$ cat config.mk
export PLATFORM = sky130hd
export DESIGN_NAME = power_monitor_alert_config
export DESIGN_NICKNAME = d
export VERILOG_FILES = /design/src/rtl/pmon_regs_pkg.sv /design/src/rtl/pmon_sample_averager.sv /design/src/rtl/power_monitor_alert_config.sv /design/src/rtl/second_pin_driver.sv
export SDC_FILE = /design/constraint.sdc
export NUM_CORES = 1
export LEC_CHECK = 0
export ABC_AREA = 1
export BUFFER_PORTS_ARGS = -buffer_cell sky130_fd_sc_hd__buf_2
export CAP_MARGIN = 20
export CORE_ASPECT_RATIO = 1.1
export CORE_MARGIN = 2
export CORE_UTILIZATION = 44
export CTS_BUF_LIST = sky130_fd_sc_hd__clkbuf_8
export CTS_CLUSTER_SIZE = 25
export DETAILED_ROUTE_END_ITERATION = 6
export GPL_TIMING_DRIVEN = 0
export PLACE_DENSITY = 0.74
export SYNTH_ARGS = -nofsm -noshare
export SYNTH_HDL_FRONTEND = slang
export SYNTH_SLANG_ARGS = --single-unit
$ cat constraint.sdc
create_clock -name i_ref_clk -period 5.4 [get_ports i_ref_clk]
set_input_delay 0.27 -clock i_ref_clk [delete_from_list [all_inputs] [get_ports i_ref_clk]]
set_output_delay 0.27 -clock i_ref_clk [all_outputs]
set_load 0.02 [all_outputs]
$ cat src/rtl/pmon_regs_pkg.sv
// constants for the power monitor command registers and sequencer
// assumes command codes are decoded outside
package pmon_regs_pkg;

  // command codes of the four registers
  localparam logic [7:0]  CMD_PEAK_HOLD      = 8'hD2;
  localparam logic [7:0]  CMD_RUN_CONTROL    = 8'hD3;
  localparam logic [7:0]  CMD_MONITOR_SETUP  = 8'hD4;
  localparam logic [7:0]  CMD_SECOND_MASK    = 8'hD6;

  // reset values
  localparam logic [15:0] RST_PEAK_HOLD      = 16'h0000;
  localparam logic [7:0]  RST_RUN_CONTROL    = 8'h01;
  localparam logic [7:0]  RST_MONITOR_SETUP  = 8'hAF;
  localparam logic [15:0] RST_SECOND_MASK    = 16'h8000;

  // peak clear value and code widths
  localparam logic [15:0] PEAK_CLEAR_VALUE   = 16'h0000;
  localparam int          ADC_W              = 12;
  localparam int          ACC_W              = 19;

  // field positions
  localparam int          RUN_BIT            = 0;
  localparam int          SETUP_MODE_BIT     = 7;
  localparam int          SETUP_OUTV_BIT     = 6;
  localparam int          SETUP_RANGE_BIT    = 5;
  localparam int          SETUP_AVG_LSB      = 0;
  localparam int          AVG_W              = 3;
  localparam int          MASK_FLAG_LSB      = 9;
  localparam int          NUM_FLAGS          = 7;
  localparam int          MASK_FUNC_LSB      = 1;
  localparam int          MASK_POL_BIT       = 0;

  // second output pin functions
  localparam logic [1:0]  FUNC_ALERT         = 2'h0;
  localparam logic [1:0]  FUNC_GPIO          = 2'h1;

  // conversion channels
  localparam logic [1:0]  CH_INV             = 2'h0;
  localparam logic [1:0]  CH_CUR             = 2'h1;
  localparam logic [1:0]  CH_OUTV            = 2'h2;

  // sample counter, up to 128
  localparam int          CNT_W              = 8;
  localparam logic [7:0]  CNT_ONE            = 8'h01;

  // sequencer states
  typedef enum logic [1:0] {
    ST_IDLE  = 2'b00,
    ST_ISSUE = 2'b01,
    ST_WAIT  = 2'b10
  } seq_state_e;

endpackage

$ cat src/rtl/pmon_sample_averager.sv
// running sum of adc codes for one channel, mean out of a register
// assumes a channel's codes arrive back to back
`timescale 1ns/1ps
`default_nettype none

module pmon_sample_averager
(
  input  wire logic                               i_ref_clk, // clock
  input  wire logic                               i_rst_n,   // synced rst
  input  wire logic                               i_flush,   // drop sum
  input  wire logic                               i_add,     // code valid
  input  wire logic                               i_last,    // final one
  input  wire logic [pmon_regs_pkg::ADC_W-1:0]    i_code,    // adc code
  input  wire logic [pmon_regs_pkg::AVG_W-1:0]    i_shift,   // log2 depth
  output logic      [pmon_regs_pkg::ADC_W-1:0]    o_mean,    // averaged
  output logic                                    o_valid    // mean pulse
);

  ////////////////////////////////////////////////////////////////////////
  // sum and divide by shifting; depth is a power of two so no divider
  logic [pmon_regs_pkg::ACC_W-1:0] acc_r;     // running sum
  logic [pmon_regs_pkg::ADC_W-1:0] mean_r;    // last mean
  logic                            valid_r;   // mean strobe
  wire  [pmon_regs_pkg::ACC_W-1:0] sum_w;     // sum with new code
  wire  [pmon_regs_pkg::ACC_W-1:0] shifted_w; // sum over depth

  assign sum_w     = acc_r + {{(pmon_regs_pkg::ACC_W
                     - pmon_regs_pkg::ADC_W){1'b0}}, i_code};
  assign shifted_w = sum_w >> i_shift;

  ////////////////////////////////////////////////////////////////////////
  // accumulator; restarts after last sample or flush
  always_ff @(posedge i_ref_clk or negedge i_rst_n)
  begin
    if (!i_rst_n)
    begin
      acc_r   <= '0;
      mean_r  <= '0;
      valid_r <= 1'b0;
    end
    else
    begin
      valid_r <= i_add && i_last && !i_flush;
      if (i_flush)
        acc_r <= '0;                      // aborted cycle, drop partials
      else if (i_add && i_last)
      begin
        acc_r  <= '0;
        mean_r <= shifted_w[pmon_regs_pkg::ADC_W-1:0]; // [RULE13]
      end
      else if (i_add)
        acc_r <= sum_w;
    end
  end

  assign o_mean  = mean_r;
  assign o_valid = valid_r;

endmodule // pmon_sample_averager

`default_nettype wire

$ cat src/rtl/power_monitor_alert_config.sv
// command registers and sampling sequencer of the power monitor
// assumes a bus engine hands over decoded commands, and an adc that
// answers each start with one done pulse carrying a 12-bit code
//
// What this block does
// RULE1 - peak register holds highest output-voltage code
// RULE2 - word write zero clears peak; resets zero
// RULE3 - peak upper four bits read zero
// RULE4 - run bit starts sampling; upper bits zero
// RULE5 - single-shot clears run bit after cycle
// RULE6 - continuous keeps sampling until host writes zero
// RULE7 - run-control resets to one
// RULE8 - host stops monitor before changing setup
// RULE9 - setup bit 7 selects single or continuous
// RULE10 - setup bit 6 adds output-voltage sampling
// RULE11 - setup bit 5 selects low/high range
// RULE12 - host writes bit4 zero, bit3 one
// RULE13 - averaging field sets depth, 1 to 128
// RULE14 - setup resets to 0xAF defaults
// RULE15 - mask bit 15 enables switch-damage alert
// RULE16 - mask bit 14 enables overcurrent fault alert
// RULE17 - mask bit 13 enables input overvoltage alert
// RULE18 - mask bit 12 enables input undervoltage alert
// RULE19 - mask bit 11 enables comm/logic error alert
// RULE20 - mask bit 10 enables overcurrent warning alert
// RULE21 - mask bit 9 enables secondary current alert
// RULE22 - second mask resets to 0x8000
// RULE23 - default function makes pin the alert
// RULE24 - polarity zero active low, one high
// RULE25 - alert is OR of enabled flags
`timescale 1ns/1ps
`default_nettype none

module power_monitor_alert_config
(
  input  wire logic                               i_ref_clk,      // 50 MHz
  input  wire logic                               i_nrst,         // async
  // decoded command from the bus engine
  input  wire logic                               i_cmd_strobe,   // pulse
  input  wire logic                               i_cmd_write,    // 1=write
  input  wire logic                               i_cmd_word,     // 1=word
  input  wire logic [7:0]                         i_cmd_code,     // code
  input  wire logic [15:0]                        i_cmd_wdata,    // data
  output logic                                    o_rsp_valid,    // pulse
  output logic                                    o_rsp_nack,     // refuse
  output logic [15:0]                             o_rsp_rdata,    // read
  // adc side
  output logic                                    o_conv_start,   // pulse
  output logic [1:0]                              o_conv_channel, // chan
  output logic                                    o_range_high,   // span
  input  wire logic                               i_conv_done,    // pulse
  input  wire logic [pmon_regs_pkg::ADC_W-1:0]    i_conv_code,    // code
  // averaged results
  output logic [pmon_regs_pkg::ADC_W-1:0]         o_input_voltage,
  output logic [pmon_regs_pkg::ADC_W-1:0]         o_load_current,
  output logic [pmon_regs_pkg::ADC_W-1:0]         o_output_voltage,
  output logic                                    o_monitor_busy, // level
  // status flags 15..9 order and the pin
  input  wire logic [pmon_regs_pkg::NUM_FLAGS-1:0] i_status_flags,
  output logic                                    o_second_output_pin
);

  ////////////////////////////////////////////////////////////////////////
  // reset release through two flops
  logic rst_meta_r;  // first stage, read only by the second
  logic rst_n_s;     // synchronised reset used everywhere

  always_ff @(posedge i_ref_clk or negedge i_nrst)
  begin
    if (!i_nrst)
    begin
      rst_meta_r <= 1'b0;
      rst_n_s    <= 1'b0;
    end
    else
    begin
      rst_meta_r <= 1'b1;
      rst_n_s    <= rst_meta_r;
    end
  end

  ////////////////////////////////////////////////////////////////////////
  // registers
  logic [pmon_regs_pkg::ADC_W-1:0] peak_r;    // captured peak code
  logic                            run_r;     // run bit
  logic [7:0]                      setup_r;   // monitor setup
  logic [15:0]                     mask_r;    // second alert mask

  // setup fields
  wire                             continuous_w; // repeat sampling
  wire                             outv_inc_w;   // include output volts
  wire [pmon_regs_pkg::AVG_W-1:0]  avg_w;        // log2 averaging depth

  assign continuous_w = setup_r[pmon_regs_pkg::SETUP_MODE_BIT]; // [RULE9]
  assign outv_inc_w   = setup_r[pmon_regs_pkg::SETUP_OUTV_BIT]; // [RULE10]
  assign avg_w        = setup_r[pmon_regs_pkg::SETUP_AVG_LSB +:
                                pmon_regs_pkg::AVG_W];

  ////////////////////////////////////////////////////////////////////////
  // command decode
  wire hit_peak_w;   // peak register addressed
  wire hit_run_w;    // run-control addressed
  wire hit_setup_w;  // setup addressed
  wire hit_mask_w;   // mask addressed
  wire size_ok_w;    // byte or word matches the register
  wire accept_w;     // command taken
  wire wr_w;         // accepted write
  wire wr_peak_zero_w; // clearing write to the peak

  assign hit_peak_w  = i_cmd_code == pmon_regs_pkg::CMD_PEAK_HOLD;
  assign hit_run_w   = i_cmd_code == pmon_regs_pkg::CMD_RUN_CONTROL;
  assign hit_setup_w = i_cmd_code == pmon_regs_pkg::CMD_MONITOR_SETUP;
  assign hit_mask_w  = i_cmd_code == pmon_regs_pkg::CMD_SECOND_MASK;
  assign size_ok_w   = ((hit_peak_w || hit_mask_w) && i_cmd_word)
                    || ((hit_run_w || hit_setup_w) && !i_cmd_word);
  assign accept_w    = i_cmd_strobe && size_ok_w;
  assign wr_w        = accept_w && i_cmd_write;
  // a nonzero word to the peak is taken but changes nothing
  assign wr_peak_zero_w = wr_w && hit_peak_w
                       && (i_cmd_wdata == pmon_regs_pkg::PEAK_CLEAR_VALUE);

  // read mux; reserved bits are zero
  wire [15:0] rdata_w;
  assign rdata_w =
      hit_peak_w  ? {{(16 - pmon_regs_pkg::ADC_W){1'b0}}, peak_r} // [RULE3]
    : hit_run_w   ? {15'h0000, run_r}                             // [RULE4]
    : hit_setup_w ? {8'h00, setup_r}
    : hit_mask_w  ? mask_r
    : 16'h0000;

  ////////////////////////////////////////////////////////////////////////
  // response one cycle after the strobe; unknown or missized is a nack
  logic        rsp_valid_r;  // answer strobe
  logic        rsp_nack_r;   // refused
  logic [15:0] rsp_rdata_r;  // read data

  always_ff @(posedge i_ref_clk or negedge rst_n_s)
  begin
    if (!rst_n_s)
    begin
      rsp_valid_r <= 1'b0;
      rsp_nack_r  <= 1'b0;
      rsp_rdata_r <= 16'h0000;
    end
    else
    begin
      rsp_valid_r <= i_cmd_strobe;
      rsp_nack_r  <= i_cmd_strobe && !size_ok_w;
      if (accept_w && !i_cmd_write)
        rsp_rdata_r <= rdata_w;
    end
  end

  ////////////////////////////////////////////////////////////////////////
  // sequencer signals
  pmon_regs_pkg::seq_state_e state_r;   // sequencer state
  logic [1:0]                chan_r;    // channel in conversion
  logic [pmon_regs_pkg::CNT_W-1:0] cnt_r; // samples done on channel
  logic                      start_r;   // adc start pulse
  wire [pmon_regs_pkg::CNT_W-1:0] depth_w; // samples per channel
  wire                       last_w;    // final sample of channel
  wire                       last_ch_w; // final channel of cycle
  wire                       cycle_end_w; // whole cycle done
  wire                       flush_w;   // abandon the cycle
  wire [1:0]                 next_ch_w; // following channel

  assign depth_w   = pmon_regs_pkg::CNT_ONE << avg_w;          // [RULE13]
  assign last_w    = (cnt_r == depth_w - pmon_regs_pkg::CNT_ONE);
  assign last_ch_w = outv_inc_w ? (chan_r == pmon_regs_pkg::CH_OUTV)
                                : (chan_r == pmon_regs_pkg::CH_CUR);
  assign next_ch_w = (chan_r == pmon_regs_pkg::CH_INV)
                   ? pmon_regs_pkg::CH_CUR : pmon_regs_pkg::CH_OUTV;
  assign cycle_end_w = (state_r == pmon_regs_pkg::ST_WAIT) && i_conv_done
                    && last_w && last_ch_w;
  assign flush_w   = !run_r && (state_r != pmon_regs_pkg::ST_IDLE);

  ////////////////////////////////////////////////////////////////////////
  // run bit; a host write wins over the self-clear in the same cycle
  always_ff @(posedge i_ref_clk or negedge rst_n_s)
  begin
    if (!rst_n_s)                                          // [RULE7]
      run_r <= pmon_regs_pkg::RST_RUN_CONTROL[pmon_regs_pkg::RUN_BIT];
    else if (wr_w && hit_run_w)
      run_r <= i_cmd_wdata[pmon_regs_pkg::RUN_BIT];        // [RULE4] [RULE6]
    else if (cycle_end_w && !continuous_w)
      run_r <= 1'b0;                                       // [RULE5]
  end

  ////////////////////////////////////////////////////////////////////////
  // setup and mask, plain read/write
  always_ff @(posedge i_ref_clk or negedge rst_n_s)
  begin
    if (!rst_n_s)
    begin
      setup_r <= pmon_regs_pkg::RST_MONITOR_SETUP;         // [RULE14]
      mask_r  <= pmon_regs_pkg::RST_SECOND_MASK;           // [RULE22]
    end
    else
    begin
      // no guard against changes while sampling; caller must stop first
      if (wr_w && hit_setup_w)
        setup_r <= i_cmd_wdata[7:0];                       // [RULE11]
      if (wr_w && hit_mask_w)
        mask_r  <= i_cmd_wdata;                            // [RULE17]
    end
  end

  ////////////////////////////////////////////////////////////////////////
  // sequencer: each channel gets depth conversions, then the next
  always_ff @(posedge i_ref_clk or negedge rst_n_s)
  begin
    if (!rst_n_s)
    begin
      state_r <= pmon_regs_pkg::ST_IDLE;
      chan_r  <= pmon_regs_pkg::CH_INV;
      cnt_r   <= '0;
      start_r <= 1'b0;
    end
    else
    begin
      start_r <= 1'b0;
      case (state_r)
        pmon_regs_pkg::ST_IDLE:
        begin
          chan_r <= pmon_regs_pkg::CH_INV;
          cnt_r  <= '0;
          if (run_r)
            state_r <= pmon_regs_pkg::ST_ISSUE;            // [RULE4]
        end
        pmon_regs_pkg::ST_ISSUE:
        begin
          if (!run_r)
            state_r <= pmon_regs_pkg::ST_IDLE;
          else
          begin
            start_r <= 1'b1;
            state_r <= pmon_regs_pkg::ST_WAIT;
          end
        end
        pmon_regs_pkg::ST_WAIT:
        begin
          // a stop abandons the conversion in flight
          if (!run_r)
            state_r <= pmon_regs_pkg::ST_IDLE;             // [RULE6]
          else if (i_conv_done)
          begin
            if (!last_w)
            begin
              cnt_r   <= cnt_r + pmon_regs_pkg::CNT_ONE;
              state_r <= pmon_regs_pkg::ST_ISSUE;
            end
            else if (!last_ch_w)
            begin
              cnt_r   <= '0;
              chan_r  <= next_ch_w;
              state_r <= pmon_regs_pkg::ST_ISSUE;
            end
            else
            begin
              cnt_r   <= '0;
              chan_r  <= pmon_regs_pkg::CH_INV;
              // single shot drops to idle as the run bit clears
              state_r <= continuous_w ? pmon_regs_pkg::ST_ISSUE
                                      : pmon_regs_pkg::ST_IDLE; // [RULE5]
            end
          end
        end
        default:
          state_r <= pmon_regs_pkg::ST_IDLE;
      endcase
    end
  end

  ////////////////////////////////////////////////////////////////////////
  // averager shared by all channels, they never overlap
  wire [pmon_regs_pkg::ADC_W-1:0] mean_w;   // averaged code
  wire                            mean_vld_w; // mean strobe
  logic [1:0]                     res_ch_r; // channel of pending mean
  wire                            add_w;    // sample taken

  assign add_w = (state_r == pmon_regs_pkg::ST_WAIT) && i_conv_done && run_r;

  pmon_sample_averager u_avg
  (
    .i_ref_clk (i_ref_clk),
    .i_rst_n   (rst_n_s),
    .i_flush   (flush_w),
    .i_add     (add_w),
    .i_last    (last_w),
    .i_code    (i_conv_code),
    .i_shift   (avg_w),
    .o_mean    (mean_w),
    .o_valid   (mean_vld_w)
  );

  ////////////////////////////////////////////////////////////////////////
  // result registers and peak capture
  logic [pmon_regs_pkg::ADC_W-1:0] inv_r;   // input voltage result
  logic [pmon_regs_pkg::ADC_W-1:0] cur_r;   // load current result
  logic [pmon_regs_pkg::ADC_W-1:0] outv_r;  // output voltage result
  wire                             outv_new_w; // fresh output volts

  assign outv_new_w = mean_vld_w && (res_ch_r == pmon_regs_pkg::CH_OUTV);

  always_ff @(posedge i_ref_clk or negedge rst_n_s)
  begin
    if (!rst_n_s)                                          // [RULE2]
    begin
      res_ch_r <= pmon_regs_pkg::CH_INV;
      inv_r    <= '0;
      cur_r    <= '0;
      outv_r   <= '0;
      peak_r   <= pmon_regs_pkg::RST_PEAK_HOLD[pmon_regs_pkg::ADC_W-1:0];
    end
    else
    begin
      if (add_w)
        res_ch_r <= chan_r;
      if (mean_vld_w && (res_ch_r == pmon_regs_pkg::CH_INV))
        inv_r <= mean_w;
      if (mean_vld_w && (res_ch_r == pmon_regs_pkg::CH_CUR))
        cur_r <= mean_w;
      if (outv_new_w)
        outv_r <= mean_w;
      // a mean beside a clear is kept as the first since clearing
      if (wr_peak_zero_w)
        peak_r <= outv_new_w ? mean_w : '0;                // [RULE2]
      else if (outv_new_w && (mean_w > peak_r))
        peak_r <= mean_w;                                  // [RULE1]
    end
  end

  ////////////////////////////////////////////////////////////////////////
  // second output pin
  second_pin_driver u_pin
  (
    .i_ref_clk (i_ref_clk),
    .i_rst_n   (rst_n_s),
    .i_flags   (i_status_flags),
    .i_enables (mask_r[pmon_regs_pkg::MASK_FLAG_LSB +:
                       pmon_regs_pkg::NUM_FLAGS]),   // [RULE18] [RULE19]
    .i_func    (mask_r[pmon_regs_pkg::MASK_FUNC_LSB +: 2]), // [RULE20]
    .i_pol     (mask_r[pmon_regs_pkg::MASK_POL_BIT]),       // [RULE21]
    .o_pin     (o_second_output_pin)
  );

  ////////////////////////////////////////////////////////////////////////
  // outputs, all from flops
  assign o_rsp_valid      = rsp_valid_r;
  assign o_rsp_nack       = rsp_nack_r;
  assign o_rsp_rdata      = rsp_rdata_r;
  assign o_conv_start     = start_r;
  assign o_conv_channel   = chan_r;
  assign o_range_high     = setup_r[pmon_regs_pkg::SETUP_RANGE_BIT];
  assign o_input_voltage  = inv_r;
  assign o_load_current   = cur_r;
  assign o_output_voltage = outv_r;
  assign o_monitor_busy   = run_r;

endmodule // power_monitor_alert_config

`default_nettype wire

$ cat src/rtl/second_pin_driver.sv
// drives the second output pin from masked status flags
// assumes flags are already sticky in the status logic outside
`timescale 1ns/1ps
`default_nettype none

module second_pin_driver
(
  input  wire logic                                 i_ref_clk, // clock
  input  wire logic                                 i_rst_n,   // synced
  input  wire logic [pmon_regs_pkg::NUM_FLAGS-1:0]  i_flags,   // status
  input  wire logic [pmon_regs_pkg::NUM_FLAGS-1:0]  i_enables, // mask
  input  wire logic [1:0]                           i_func,    // function
  input  wire logic                                 i_pol,     // 1 = high
  output logic                                      o_pin      // pin level
);

  ////////////////////////////////////////////////////////////////////////
  // per-flag gating, one generate loop
  wire [pmon_regs_pkg::NUM_FLAGS-1:0] gated_w;   // enabled flags
  wire                                alert_w;   // any enabled flag
  wire                                active_w;  // pin asserted
  wire                                level_w;   // pin level to drive
  logic                               pin_r;     // registered pin

  genvar g;
  generate
    for (g = 0; g < pmon_regs_pkg::NUM_FLAGS; g = g + 1)
    begin : g_gate
      assign gated_w[g] = i_flags[g] & i_enables[g]; // [RULE15] [RULE16]
    end
  endgenerate

  // or of all enabled sources
  assign alert_w  = |gated_w;                              // [RULE25]
  // comparator and reserved functions give the idle level
  assign active_w = (i_func == pmon_regs_pkg::FUNC_ALERT) ? alert_w
                    : 1'b0;                                // [RULE23]
  // gpio function drives the polarity bit
  assign level_w  = (i_func == pmon_regs_pkg::FUNC_GPIO) ? i_pol
                    : (i_pol ? active_w : ~active_w);      // [RULE24]

  ////////////////////////////////////////////////////////////////////////
  // pin flop; resets deasserted for the default polarity
  always_ff @(posedge i_ref_clk or negedge i_rst_n)
  begin
    if (!i_rst_n)
      pin_r <= 1'b1;
    else
      pin_r <= level_w;
  end

  assign o_pin = pin_r;

endmodule // second_pin_driver

`default_nettype wire
==> out/qor.csv, run 1 <==
stage;metric;value;unit
logic_synthesis;yosys-mux-area-fraction;0.126;%
logic_synthesis;synth-edff-count;0;
logic_synthesis;synthSimpleGateAreaFrac;27.8;%
grt;wire_length_of_the_first_global_routing_pass;34000;um
logic_synthesis;main_combinational_cell_family_by_area_after_synthesis;simple AND/OR/NAND/NOR gates;
logic_synthesis;postSynthAreaPerCell;7.77;um2
drt;drt-total-wl;20300;um
pwr;maximum_resistive_drop_on_vdd;0.139;mV
pwr;powerDensity;223;mW/mm2
die;die_height;145;um
placement;place.port_buffers;108;
setup_path;timing.critical_path.to_type;flip-flop;
timing;layout_min_cycle_time;2850;ps
setup_path;critical_path_class;reg2reg;
pwr;combPwrFrac;7.6;%
pwr;share_clk_of_total_power;39.3;%
timing;finalHoldViolations;0;
die;core.rowCount;51;
pwr;finalPower;2.06;mW
timing;setup-tns-final;0;ps
logic_synthesis;synthArstFlopShare;100;%
timing;max_slew.worst_pin.slew;519;ps
logic_synthesis;synth_cell_types;50;
clock_network;cts_made_buffers;17;
finish;final_core_utilization;52.1;%
timing;skew;9.37;ps
finish;nNetsFinal;1231;
die;dieArea;0.0192;mm2
timing;worst_slew_margin_rel;65.4;%
clock_network;clock_tree.buffer_depth;2;
setup_path;startpoint_of_the_worst_register_to_register_path;setup_r[2]$_DFFE_PN1P_;
setup_path;cp.arrival;3190;ps
finish;ant_diodes;0;
logic_synthesis;seq_area_frac_synth;44.5;%
logic_synthesis;synth-xor-area-share;1.98;%
setup_path;required;5750;ps
die;ports;109;
run;maxCapViolCount;0;
placement;preCtsSetupSlack;2550;ps
finish;final_area;0.00924;mm2
setup_path;number_of_buffers_and_inverters_on_the_critical_path;4;
setup_path;slowest_stage;sky130_fd_sc_hd__dfstp_2;
timing;grt_setup_unrepaired;false;
setup_path;cp-startpoint;setup_r[2]$_DFFE_PN1P_;
die;initial_utilization;44.9;%
timing;hold_ws;35.6;ps
pwr;power.sequential.fraction;53.0;%
setup_path;cp_top_family;simple AND/OR/NAND/NOR gates;
clock_network;count_of_h_tree_levels_built_during_cts;4;
pwr;power.switching;554;uW
finish;final.fill_count;1680;
grt;globalRoute.totalOverflow;0;
timing;part_of_the_cycle_the_worst_path_needs;52.7;%
grt;first_global_vias;6958;
placement;numPlacedInstances;1372;
placement;dpl.hpwl;15500;um
logic_synthesis;synth-compound-area-share;12.5;%
placement;routability_driven_placement_congestion_ratio;0.894;
timing;final_number_of_setup_violating_endpoints;0;
setup_path;worst_path_fanout_max;10;
finish;multi_input_area;0.00372;mm2
clock_network;clock_latency;460;ps
hold_path;min_delay_path_depth;3;
drt;detail_route.wl_per_cell;14.4;um
setup_path;r2r.worst_path.cells;13;
finish;final_layout_size_suffix_gt1_share;17.8;%
finish;synthToLayoutAreaGrowth;16.2;%
setup_path;cp_cell_sequence;buf_2 > inv_2 > clkbuf_1 > nand2_1 > ha_1 > inv_1 > nand2_1 > nand4_1 > xor2_1 > nand3_4 > nor2_4 > nand3_1 > o21a_1;
logic_synthesis;postSynthRegisterBits;141;
logic_synthesis;most_instantiated_flip_flop_cell_in_the_synthesis_netlist;sky130_fd_sc_hd__dfrtp_1;
clock_network;cts_num_sinks;141;
clock_network;cts_tree;yes;
finish;final_common_cell;sky130_fd_sc_hd__nand2_1;
logic_synthesis;synth_area;0.00796;mm2
timing;max_slew_violations;0;
placement;postPlaceCellArea;0.00885;mm2
logic_synthesis;ys.warnings.count;0;
setup_path;timing.rr.end;u_avg.o_mean[8]$_DFFE_PN0P_;
pwr;int_power;1.50;mW
clock_network;cts_root_buf;sky130_fd_sc_hd__clkbuf_8;
logic_synthesis;synth_cells;1024;
finish;layout.cells.most_common_list;sky130_fd_sc_hd__nand2_1 (292), sky130_fd_sc_hd__inv_1 (137), sky130_fd_sc_hd__dfrtp_1 (131);
grt;grt_max_degree;68;
clock_network;cts_resized;0;
drt;firstDrtPassIters;5;
timing;layout_setup_ws;2550;ps
setup_path;timing.critical_path.mode_cell;sky130_fd_sc_hd__nand2_1;
drt;route.detailed.drc;0;
pwr;power_switching_share;27.0;%
pwr;power.leakage;4.79;nW
clock_network;clk_transition_reported_paths;90;ps
grt;initial_antenna_violation_count;0;
hold_path;timing.hold.worst.class;in2reg;
logic_synthesis;synth-adder-area-share;4.34;%
timing;achievable-frequency;0.351;GHz
logic_synthesis;synthesis.nets;1100;
drt;via_per_inst;5.13;
finish;ff_latch_area;0.00354;mm2
drt;residual_antenna_violating_net_count_after_detailed_routing;0;
drt;drt_iter0_drc;509;
finish;finalNonFillerCells;1406;
hold_path;timing.hold.worst_endpoint;mask_r[15]$_DFFE_PN1P_;
setup_path;worst_path_largest_cell_delay;520;ps
drt;vias;7219;
status;status;finished, final reports clean;
setup_path;ff2ff_setup_slack;2550;ps
die;design.core.area;0.0177;mm2
hold_path;hp-start;i_cmd_wdata[15];
setup_path;worst_setup_path_start_kind;flip-flop;
die;die_width;132;um
grt;globalRouteTotalUtil;22.0;%
how the worst max path moves through the flow:
stage                                    to  slack [ps]  depth (start not counted)
6_report        u_avg.o_mean[8]$_DFFE_PN0P_        2550                         13
5_1_grt        u_avg.o_mean[10]$_DFFE_PN0P_        2250                         17
4_1_cts         u_avg.o_mean[8]$_DFFE_PN0P_        2520                         13
3_5_place_dp    u_avg.o_mean[8]$_DFFE_PN0P_        2550                         13
3_3_place_gp    o_rsp_rdata[14]$_DFFE_PN0P_        -530                          0
2_1_floorplan          cnt_r[0]$_DFFE_PN0P_        1200                          0
tightest hold or removal path: cells and delay by family:
family | cells | cell delay [ps]
simple gates | 2 | 120
buf+inv | 1 | 110
synthesized netlist by cell type, types with 9 or more instances:
cell | n | share of area, %
sky130_fd_sc_hd__inv_1 | 135 | 6.4
sky130_fd_sc_hd__o211ai_1 | 18 | 1.7
sky130_fd_sc_hd__nor2_1 | 43 | 2.0
sky130_fd_sc_hd__dfrtp_1 | 132 | 42
sky130_fd_sc_hd__xor2_1 | 10 | 1.1
sky130_fd_sc_hd__clkbuf_1 | 16 | 0.75
sky130_fd_sc_hd__nand4_1 | 17 | 1.3
sky130_fd_sc_hd__a21oi_1 | 16 | 1.0
sky130_fd_sc_hd__o21ai_2 | 17 | 1.9
sky130_fd_sc_hd__o22ai_1 | 22 | 1.7
sky130_fd_sc_hd__nand3_1 | 108 | 6.8
sky130_fd_sc_hd__dfstp_2 | 9 | 3.0
sky130_fd_sc_hd__ha_1 | 26 | 4.1
sky130_fd_sc_hd__o21ai_0 | 69 | 4.3
sky130_fd_sc_hd__nand2_1 | 292 | 14
final cells by class:
cell class / instances / area share, %
multi-input combinational: 709 / 40.2
sequential: 141 / 38.3
timing repair buffer: 112 / 6.66
inverter: 142 / 5.78
tap: 238 / 3.22
clock buffer: 18 / 2.68
buffer: 32 / 1.77
clock inverter: 14 / 1.30
logic make-up after synthesis:
logic type,count (synthesis)
other cells,1
buf+inv,174
fa+ha+maj,27
mux,1
flops,141
compound gates,161
xor+xnor,18
simple gates,501
layer usage:
layer	track usage (%)	up-vias	wire length (um)
li1	-	3620	-
met1	28.6	3351	8910
met2	36.3	211	9780
met3	4.05	37	1030
met4	9.09	0	571
met5	0	-	0
registers in the layout (all words and copies together), names as in the netlist:
| signal | cells |
|---|---|
| o_conv_channel | 2 |
| state_r | 2 |
| u_avg.o_valid | 1 |
| o_monitor_busy | 1 |
| rst_meta_r | 1 |
| u_avg.acc_r | 19 |
| u_pin.o_pin | 1 |
| setup_r | 8 |
| peak_r | 12 |
| res_ch_r | 2 |
| o_rsp_nack | 1 |
| cnt_r | 8 |
| o_rsp_rdata | 16 |
| o_rsp_valid | 1 |
| o_input_voltage | 12 |
| rst_n_s | 1 |
| o_conv_start | 1 |
| mask_r | 16 |
| u_avg.o_mean | 12 |
| o_load_current | 12 |
| o_output_voltage | 12 |
power groups by stage:
stage / registers (mW) / logic (mW) / clock network [mW]
floorplan: 1.13 / 0.0689 / 0
global placement: 1.13 / 0.132 / 0
detailed placement: 1.11 / 0.156 / 0
CTS: 1.09 / 0.158 / 0.825
global route: 1.09 / 0.178 / 0.869
finish: 1.09 / 0.157 / 0.809
timing repair:
item                                    in CTS  in global routing
hold buffers                                 2                  0
setup buffers                                0                  0
endpoints found under the setup margin       0                  0
endpoints found under the hold margin        3                  0
No activity file was read; power rests on OpenSTA's default activity.
==> run 2, diff against run 1 <==
==> constraint.sdc (replaced) <==
create_clock -name i_ref_clk -period 2.65 [get_ports i_ref_clk]
set_input_delay 0.1325 -clock i_ref_clk [delete_from_list [all_inputs] [get_ports i_ref_clk]]
set_output_delay 0.1325 -clock i_ref_clk [all_outputs]
set_load 0.02 [all_outputs]
==> run 2 against run 1 <==
Non-clock buffer count is 23 higher; wire length is 5.1% higher; hold slack better by 78 ps; clock skew is 7.8 ps higher; total power is 100% higher; sequential cell count stayed put; design area is 3.0% higher; worst setup slack worse by 2400 ps; clock power is 100% higher; die area stayed put; cell count is 1.6% higher; maximum frequency is 12% higher; critical path type unchanged; largest cell class unchanged.
==> out/qor.csv, run 2 (synthesis gave the netlist of run 1 again) <==
stage;metric;value;unit
setup_path;r2r.worst_path.cells;15;
timing;finalHoldViolations;0;
pwr;power.sequential.fraction;52.9;%
clock_network;cts_num_sinks;141;
finish;synthToLayoutAreaGrowth;19.6;%
timing;max_slew_violations;0;
finish;final.fill_count;1715;
timing;achievable-frequency;0.395;GHz
grt;first_global_vias;7137;
pwr;power.switching;1.21;mW
pwr;powerDensity;442;mW/mm2
timing;setup-tns-final;0;ps
timing;part_of_the_cycle_the_worst_path_needs;95.5;%
die;die_width;132;um
die;design.core.area;0.0177;mm2
clock_network;cts_tree;yes;
finish;nNetsFinal;1254;
drt;firstDrtPassIters;5;
pwr;power_switching_share;28.8;%
clock_network;clk_transition_reported_paths;90;ps
placement;postPlaceCellArea;0.00885;mm2
die;core.rowCount;51;
grt;grt_max_degree;54;
finish;largest-register;u_avg.acc_r;
timing;skew;17.2;ps
placement;routability_driven_placement_congestion_ratio;0.904;
drt;residual_antenna_violating_net_count_after_detailed_routing;0;
hold_path;min_delay_path_depth;6;
clock_network;count_of_h_tree_levels_built_during_cts;4;
timing;layout_min_cycle_time;2530;ps
placement;dpl.hpwl;15700;um
pwr;share_clk_of_total_power;39.0;%
drt;detail_route.wl_per_cell;14.9;um
finish;final_area;0.00952;mm2
setup_path;worst_path_fanout_max;10;
pwr;power.leakage;4.91;nW
drt;drt-total-wl;21300;um
status;status;finished, final reports clean;
grt;globalRouteTotalUtil;22.6;%
run;maxCapViolCount;0;
clock_network;clock_tree.buffer_depth;2;
die;ports;109;
clock_network;cts_root_buf;sky130_fd_sc_hd__clkbuf_8;
drt;via_per_inst;5.18;
pwr;int_power;3.00;mW
setup_path;ff2ff_setup_slack;120;ps
setup_path;required;3000;ps
pwr;maximum_resistive_drop_on_vdd;0.280;mV
setup_path;critical_path_class;reg2reg;
clock_network;cts_made_buffers;17;
placement;preCtsSetupSlack;-186;ps
pwr;combPwrFrac;8.1;%
drt;vias;7396;
setup_path;cp.arrival;2880;ps
timing;layout_setup_ws;119;ps
grt;wire_length_of_the_first_global_routing_pass;34900;um
setup_path;timing.critical_path.to_type;flip-flop;
timing;worst_slew_margin_rel;55.2;%
grt;initial_antenna_violation_count;0;
die;dieArea;0.0192;mm2
drt;drt_iter0_drc;448;
die;die_height;145;um
clock_network;clock_latency;470;ps
timing;max_slew.worst_pin.slew;672;ps
drt;route.detailed.drc;0;
die;initial_utilization;44.9;%
setup_path;startpoint_of_the_worst_register_to_register_path;setup_r[2]$_DFFE_PN1P_;
finish;ant_diodes;0;
setup_path;worst_setup_path_start_kind;flip-flop;
finish;final_layout_size_suffix_gt1_share;18.5;%
hold_path;timing.hold.worst_endpoint;u_pin.o_pin$_DFF_PN1_;
placement;place.port_buffers;108;
grt;globalRoute.totalOverflow;0;
hold_path;hp-start;i_status_flags[1];
timing;final_number_of_setup_violating_endpoints;0;
hold_path;timing.hold.worst.class;in2reg;
pwr;finalPower;4.21;mW
finish;layout.cells.most_common_list;sky130_fd_sc_hd__nand2_1 (292), sky130_fd_sc_hd__inv_1 (135), sky130_fd_sc_hd__dfrtp_1 (131);
finish;final_common_cell;sky130_fd_sc_hd__nand2_1;
finish;max_reg_flops;19;
setup_path;timing.rr.end;u_avg.o_mean[2]$_DFFE_PN0P_;
-- run 2: layer usage --
metal | wire (um) | GRT usage (%) | up-vias
met5 | 0 | 0 | -
li1 | - | - | 3668
met3 | 949 | 4.19 | 43
met4 | 661 | 9.25 | 0
met2 | 10700 | 38.6 | 199
met1 | 9010 | 28.2 | 3486
-- run 2: final cells by class --
cell class	instances	area, um2	share of cell area [%]
buffer	30	163	1.71
clock buffer	17	234	2.46
clock inverter	15	131	1.38
inverter	142	538	5.65
multi-input combinational	709	3770	39.6
sequential	141	3540	37.2
tap	238	298	3.13
timing repair buffer	137	843	8.86
-- run 2: power by group through the flow --
stage / combinational (mW) / clock [mW] / sequential, mW
finish: 0.341 / 1.64 / 2.23
global route: 0.380 / 1.78 / 2.23
CTS: 0.339 / 1.68 / 2.23
detailed placement: 0.312 / 0 / 2.27
global placement: 0.271 / 0 / 2.30
floorplan: 0.140 / 0 / 2.30
-- run 2: timing repair --
| action | CTS | global route |
|---|---|---|
| hold endpoints to repair | 30 | 0 |
| hold buffers | 22 | 0 |
| setup endpoints to repair | 36 | 36 |
| cloned | 0 | 1 |
| setup buffers | 2 | 2 |
| pin swaps | 1 | 4 |
| gates resized for setup | 4 | 11 |
-- run 2: worst max path at each step --
stage | startpoint | end | slack, ps | cells after the start
final | setup_r[2]$_DFFE_PN1P_ | u_avg.o_mean[2]$_DFFE_PN0P_ | 120 | 15
after floorplan | setup_r[0]$_DFFE_PN1P_ | u_avg.o_mean[8]$_DFFE_PN0P_ | 210 | 13
after global placement | rst_n_s$_DFF_PN0_ | o_rsp_rdata[13]$_DFFE_PN0P_ | -610 | 0
after CTS | setup_r[2]$_DFFE_PN1P_ | u_avg.o_mean[10]$_DFFE_PN0P_ | 40 | 16
after detailed placement | setup_r[2]$_DFFE_PN1P_ | u_avg.o_mean[10]$_DFFE_PN0P_ | -190 | 16
after global routing | setup_r[0]$_DFFE_PN1P_ | u_avg.o_mean[11]$_DFFE_PN0P_ | -50 | 15
-- run 2: per-stage QoR --
step,utilization [%],instances,hold slack (ps)
2_1_floorplan,-,1024,-163
3_3_place_gp,49.6,1370,-81.5
3_5_place_dp,49.9,1372,-81.3
4_1_cts,53.3,1426,96.6
5_1_grt,53.6,1429,131
6_report,53.6,1429,113
-- run 2: critical path: stages, from the launching register on --
cell,delay [ps]
sky130_fd_sc_hd__dfstp_2,580
sky130_fd_sc_hd__inv_2,90
sky130_fd_sc_hd__buf_4,180
sky130_fd_sc_hd__nand2_1,110
sky130_fd_sc_hd__ha_4,160
sky130_fd_sc_hd__xnor2_2,120
sky130_fd_sc_hd__xor2_1,180
sky130_fd_sc_hd__nand2_1,80
sky130_fd_sc_hd__nor2_2,160
sky130_fd_sc_hd__and2_1,140
sky130_fd_sc_hd__nand3_1,140
sky130_fd_sc_hd__nor2_4,190
sky130_fd_sc_hd__buf_4,130
sky130_fd_sc_hd__inv_1,40
sky130_fd_sc_hd__nand2_1,50
sky130_fd_sc_hd__nand2_1,60
==> run 3, diff against run 2 <==
--- a/config.mk
+++ b/config.mk
@@ -18,4 +18,5 @@
 export PLACE_DENSITY = 0.74
 export SYNTH_ARGS = -nofsm -noshare
 export SYNTH_HDL_FRONTEND = slang
+export SYNTH_HIERARCHICAL = 1
 export SYNTH_SLANG_ARGS = --single-unit
==> run 3 against run 2 <==
Core utilization is 0.62 points higher; total power increased by 5.7%; hold slack got worse by 15 ps; combinational power about the same; sequential share of layout area is 0.56 points lower; critical endpoint is now u_avg/o_mean[3]$_DFFE_PN0P_.
==> out/qor.csv, run 3 <==
stage;metric;value;unit
logic_synthesis;most_instantiated_flip_flop_cell_in_the_synthesis_netlist;sky130_fd_sc_hd__dfrtp_1;
setup_path;timing.critical_path.to_type;flip-flop;
hold_path;hp-start;i_cmd_write;
timing;layout_setup_ws;241;ps
placement;numPlacedInstances;1444;
logic_synthesis;ys.warnings.count;6;
clock_network;cts_tree;yes;
finish;final_common_cell;sky130_fd_sc_hd__nand2_1;
timing;hold_ws;98.4;ps
logic_synthesis;synth_cells;1096;
die;die_height;146;um
timing;achievable-frequency;0.415;GHz
timing;grt_setup_unrepaired;false;
clock_network;count_of_h_tree_levels_built_during_cts;4;
finish;largest-register;u_avg/acc_r;
setup_path;required;3000;ps
placement;dpl.hpwl;15600;um
setup_path;cp.arrival;2760;ps
grt;globalRoute.totalOverflow;0;
setup_path;startpoint_of_the_worst_register_to_register_path;setup_r[2]$_DFFE_PN1P_;
grt;wire_length_of_the_first_global_routing_pass;35200;um
finish;finalNonFillerCells;1498;
setup_path;ff2ff_setup_slack;240;ps
clock_network;cts_num_sinks;141;
drt;vias;7578;
pwr;power.leakage;5.12;nW
clock_network;cts_root_buf;sky130_fd_sc_hd__clkbuf_8;
setup_path;critical_path_class;reg2reg;
die;ports;109;
clock_network;clock_latency;470;ps
grt;grt_max_degree;65;
hold_path;timing.hold.worst_endpoint;o_monitor_busy$_DFFE_PN1P_;
setup_path;timing.rr.end;u_avg/o_mean[3]$_DFFE_PN0P_;
logic_synthesis;postSynthAreaPerCell;7.36;um2
die;die_width;133;um
pwr;powerDensity;461;mW/mm2
finish;final_area;0.00966;mm2
logic_synthesis;synthArstFlopShare;100;%
grt;initial_antenna_violation_count;0;
setup_path;worst_setup_path_start_kind;flip-flop;
logic_synthesis;synth.largest_area_cell;sky130_fd_sc_hd__dfrtp_1;
setup_path;worst_path_fanout_max;10;
logic_synthesis;yosys.cell_count.top_type;sky130_fd_sc_hd__nand2_1;
pwr;finalPower;4.45;mW
logic_synthesis;seq_area_frac_synth;43.9;%
finish;final_layout_size_suffix_gt1_share;16.1;%
setup_path;r2r.worst_path.cells;14;
hold_path;timing.hold.worst.class;in2reg;
clock_network;clock_tree.buffer_depth;2;
logic_synthesis;synth_area;0.00806;mm2
grt;globalRouteTotalUtil;22.4;%
logic_synthesis;post-synth-top-area-fraction;41.0;%
finish;max_reg_flops;19;
drt;firstDrtPassIters;7;
grt;first_global_vias;7361;
logic_synthesis;synthesis.nets;1171;
finish;final_core_utilization;54.3;%
logic_synthesis;synth_cell_types;46;
drt;drt-total-wl;20800;um
timing;finalHoldViolations;0;
die;core.rowCount;51;
logic_synthesis;synth_commonest_cells;sky130_fd_sc_hd__nand2_1 (379), sky130_fd_sc_hd__inv_1 (135), sky130_fd_sc_hd__dfrtp_1 (132), sky130_fd_sc_hd__nand3_1 (118), sky130_fd_sc_hd__o21ai_0 (71);
placement;postPlaceCellArea;0.00896;mm2
logic_synthesis;postSynthRegisterBits;141;
timing;final_number_of_setup_violating_endpoints;0;
finish;ant_diodes;0;
status;status;finished, final reports clean;
drt;drt_iter0_drc;564;
clock_network;clk_transition_reported_paths;80;ps
drt;route.detailed.drc;0;
drt;residual_antenna_violating_net_count_after_detailed_routing;0;
timing;part_of_the_cycle_the_worst_path_needs;90.9;%
timing;worst_slew_margin_rel;63.3;%
logic_synthesis;synth-edff-count;0;
finish;synthToLayoutAreaGrowth;19.8;%
clock_network;postCtsSetupRepairBufs;0;
timing;setup-tns-final;0;ps
placement;routability_driven_placement_congestion_ratio;0.878;
placement;preCtsSetupSlack;-383;ps
logic_synthesis;synth.area.top_cells;sky130_fd_sc_hd__dfrtp_1 (41%), sky130_fd_sc_hd__nand2_1 (18%), sky130_fd_sc_hd__nand3_1 (7.3%);
pwr;maximum_resistive_drop_on_vdd;0.303;mV
die;dieArea;0.0194;mm2
finish;layout.cells.most_common_list;sky130_fd_sc_hd__nand2_1 (378), sky130_fd_sc_hd__inv_1 (135), sky130_fd_sc_hd__dfrtp_1 (131);
timing;layout_min_cycle_time;2410;ps
die;initial_utilization;45.3;%
placement;place.port_buffers;108;
run;maxCapViolCount;0;
die;design.core.area;0.0178;mm2
timing;max_slew_violations;0;
hold_path;min_delay_path_depth;4;
drt;via_per_inst;5.06;
finish;nNetsFinal;1322;
timing;max_slew.worst_pin.slew;549;ps
timing;skew;18.3;ps
clock_network;cts_made_buffers;17;
drt;detail_route.wl_per_cell;13.9;um
[run 3: critical path: stages, from the launching register on]
cell and delay [ps]:
sky130_fd_sc_hd__dfstp_2 590, sky130_fd_sc_hd__buf_6 160, sky130_fd_sc_hd__nand2_1 70, sky130_fd_sc_hd__nand2_1 60, sky130_fd_sc_hd__nand2_1 40, sky130_fd_sc_hd__nand3b_1 150
sky130_fd_sc_hd__nor2_2 170, sky130_fd_sc_hd__nand2_2 150, sky130_fd_sc_hd__inv_2 110, sky130_fd_sc_hd__inv_1 60, sky130_fd_sc_hd__nor3_4 230, sky130_fd_sc_hd__inv_1 90
sky130_fd_sc_hd__buf_2 190, sky130_fd_sc_hd__a21oi_1 130, sky130_fd_sc_hd__a21oi_1 80
[run 3: layout make-up]
| cell class | count | area (um2) |
|---|---|---|
| Multi-Input combinational cell | 785 | 3870 |
| Tap cell | 238 | 298 |
| Sequential cell | 141 | 3540 |
| Buffer | 31 | 173 |
| Clock inverter | 14 | 194 |
| Fill cell | 1694 | 8140 |
| Clock buffer | 18 | 248 |
| Timing Repair Buffer | 132 | 816 |
| Inverter | 139 | 524 |
[run 3: how the worst max path moves through the flow]
stage | from | endpoint | slack [ps] | cells past startpoint
final | setup_r[2]$_DFFE_PN1P_ | u_avg/o_mean[3]$_DFFE_PN0P_ | 240 | 14
after detailed placement | setup_r[2]$_DFFE_PN1P_ | u_avg/acc_r[0]$_DFFE_PN0P_ | -380 | 11
after global routing | setup_r[2]$_DFFE_PN1P_ | u_avg/o_mean[3]$_DFFE_PN0P_ | 4 | 13
after global placement | rst_n_s$_DFF_PN0_ | o_rsp_valid$_DFF_PN0_ | -540 | 0
after floorplan | setup_r[2]$_DFFE_PN1P_ | u_avg/o_mean[3]$_DFFE_PN0P_ | 270 | 14
after CTS | setup_r[2]$_DFFE_PN1P_ | u_avg/acc_r[0]$_DFFE_PN0P_ | -7 | 11
[run 3: cells by family (layout without fill, tap and decap cells)]
family                     count (synthesis)  in the layout  share of synthesized area, %
adders and majority gates                 26             26                          4.13
and+or+nand+nor                          609            609                          32.6
DFF                                      141            141                          43.9
other                                      1              1                        0.0465
buffers and inverters                    170            334                          8.63
xor gates and xnor gates                  11             11                          1.19
AOI/OAI and AO/OA                        138            138                          9.46
[run 3: metal layers]
metal | up-vias | global-route usage (%) | share of wire, %
li1 | 3817 | - | -
met5 | - | 0 | 0
met4 | 0 | 8.82 | 2.4
met3 | 38 | 3.59 | 4.3
met2 | 192 | 36.9 | 48
met1 | 3531 | 29.5 | 45
[run 3: power breakdown]
| group | leakage [nW] | total (mW) | switching, mW | internal (mW) |
|---|---|---|---|---|
| sequential | 1.92 | 2.19 | 0.0202 | 2.17 |
| clock | 0.213 | 1.92 | 0.871 | 1.05 |
| combinational | 2.98 | 0.343 | 0.224 | 0.119 |
[run 3: timing repair]
item / 4_1_cts / 5_1_grt
setup endpoints to repair: 29 / 22
gates resized for setup: 3 / 9
hold buffers: 22 / 0
hold endpoints to repair: 30 / 0
pin swaps: 0 / 2
cloned: 0 / 0
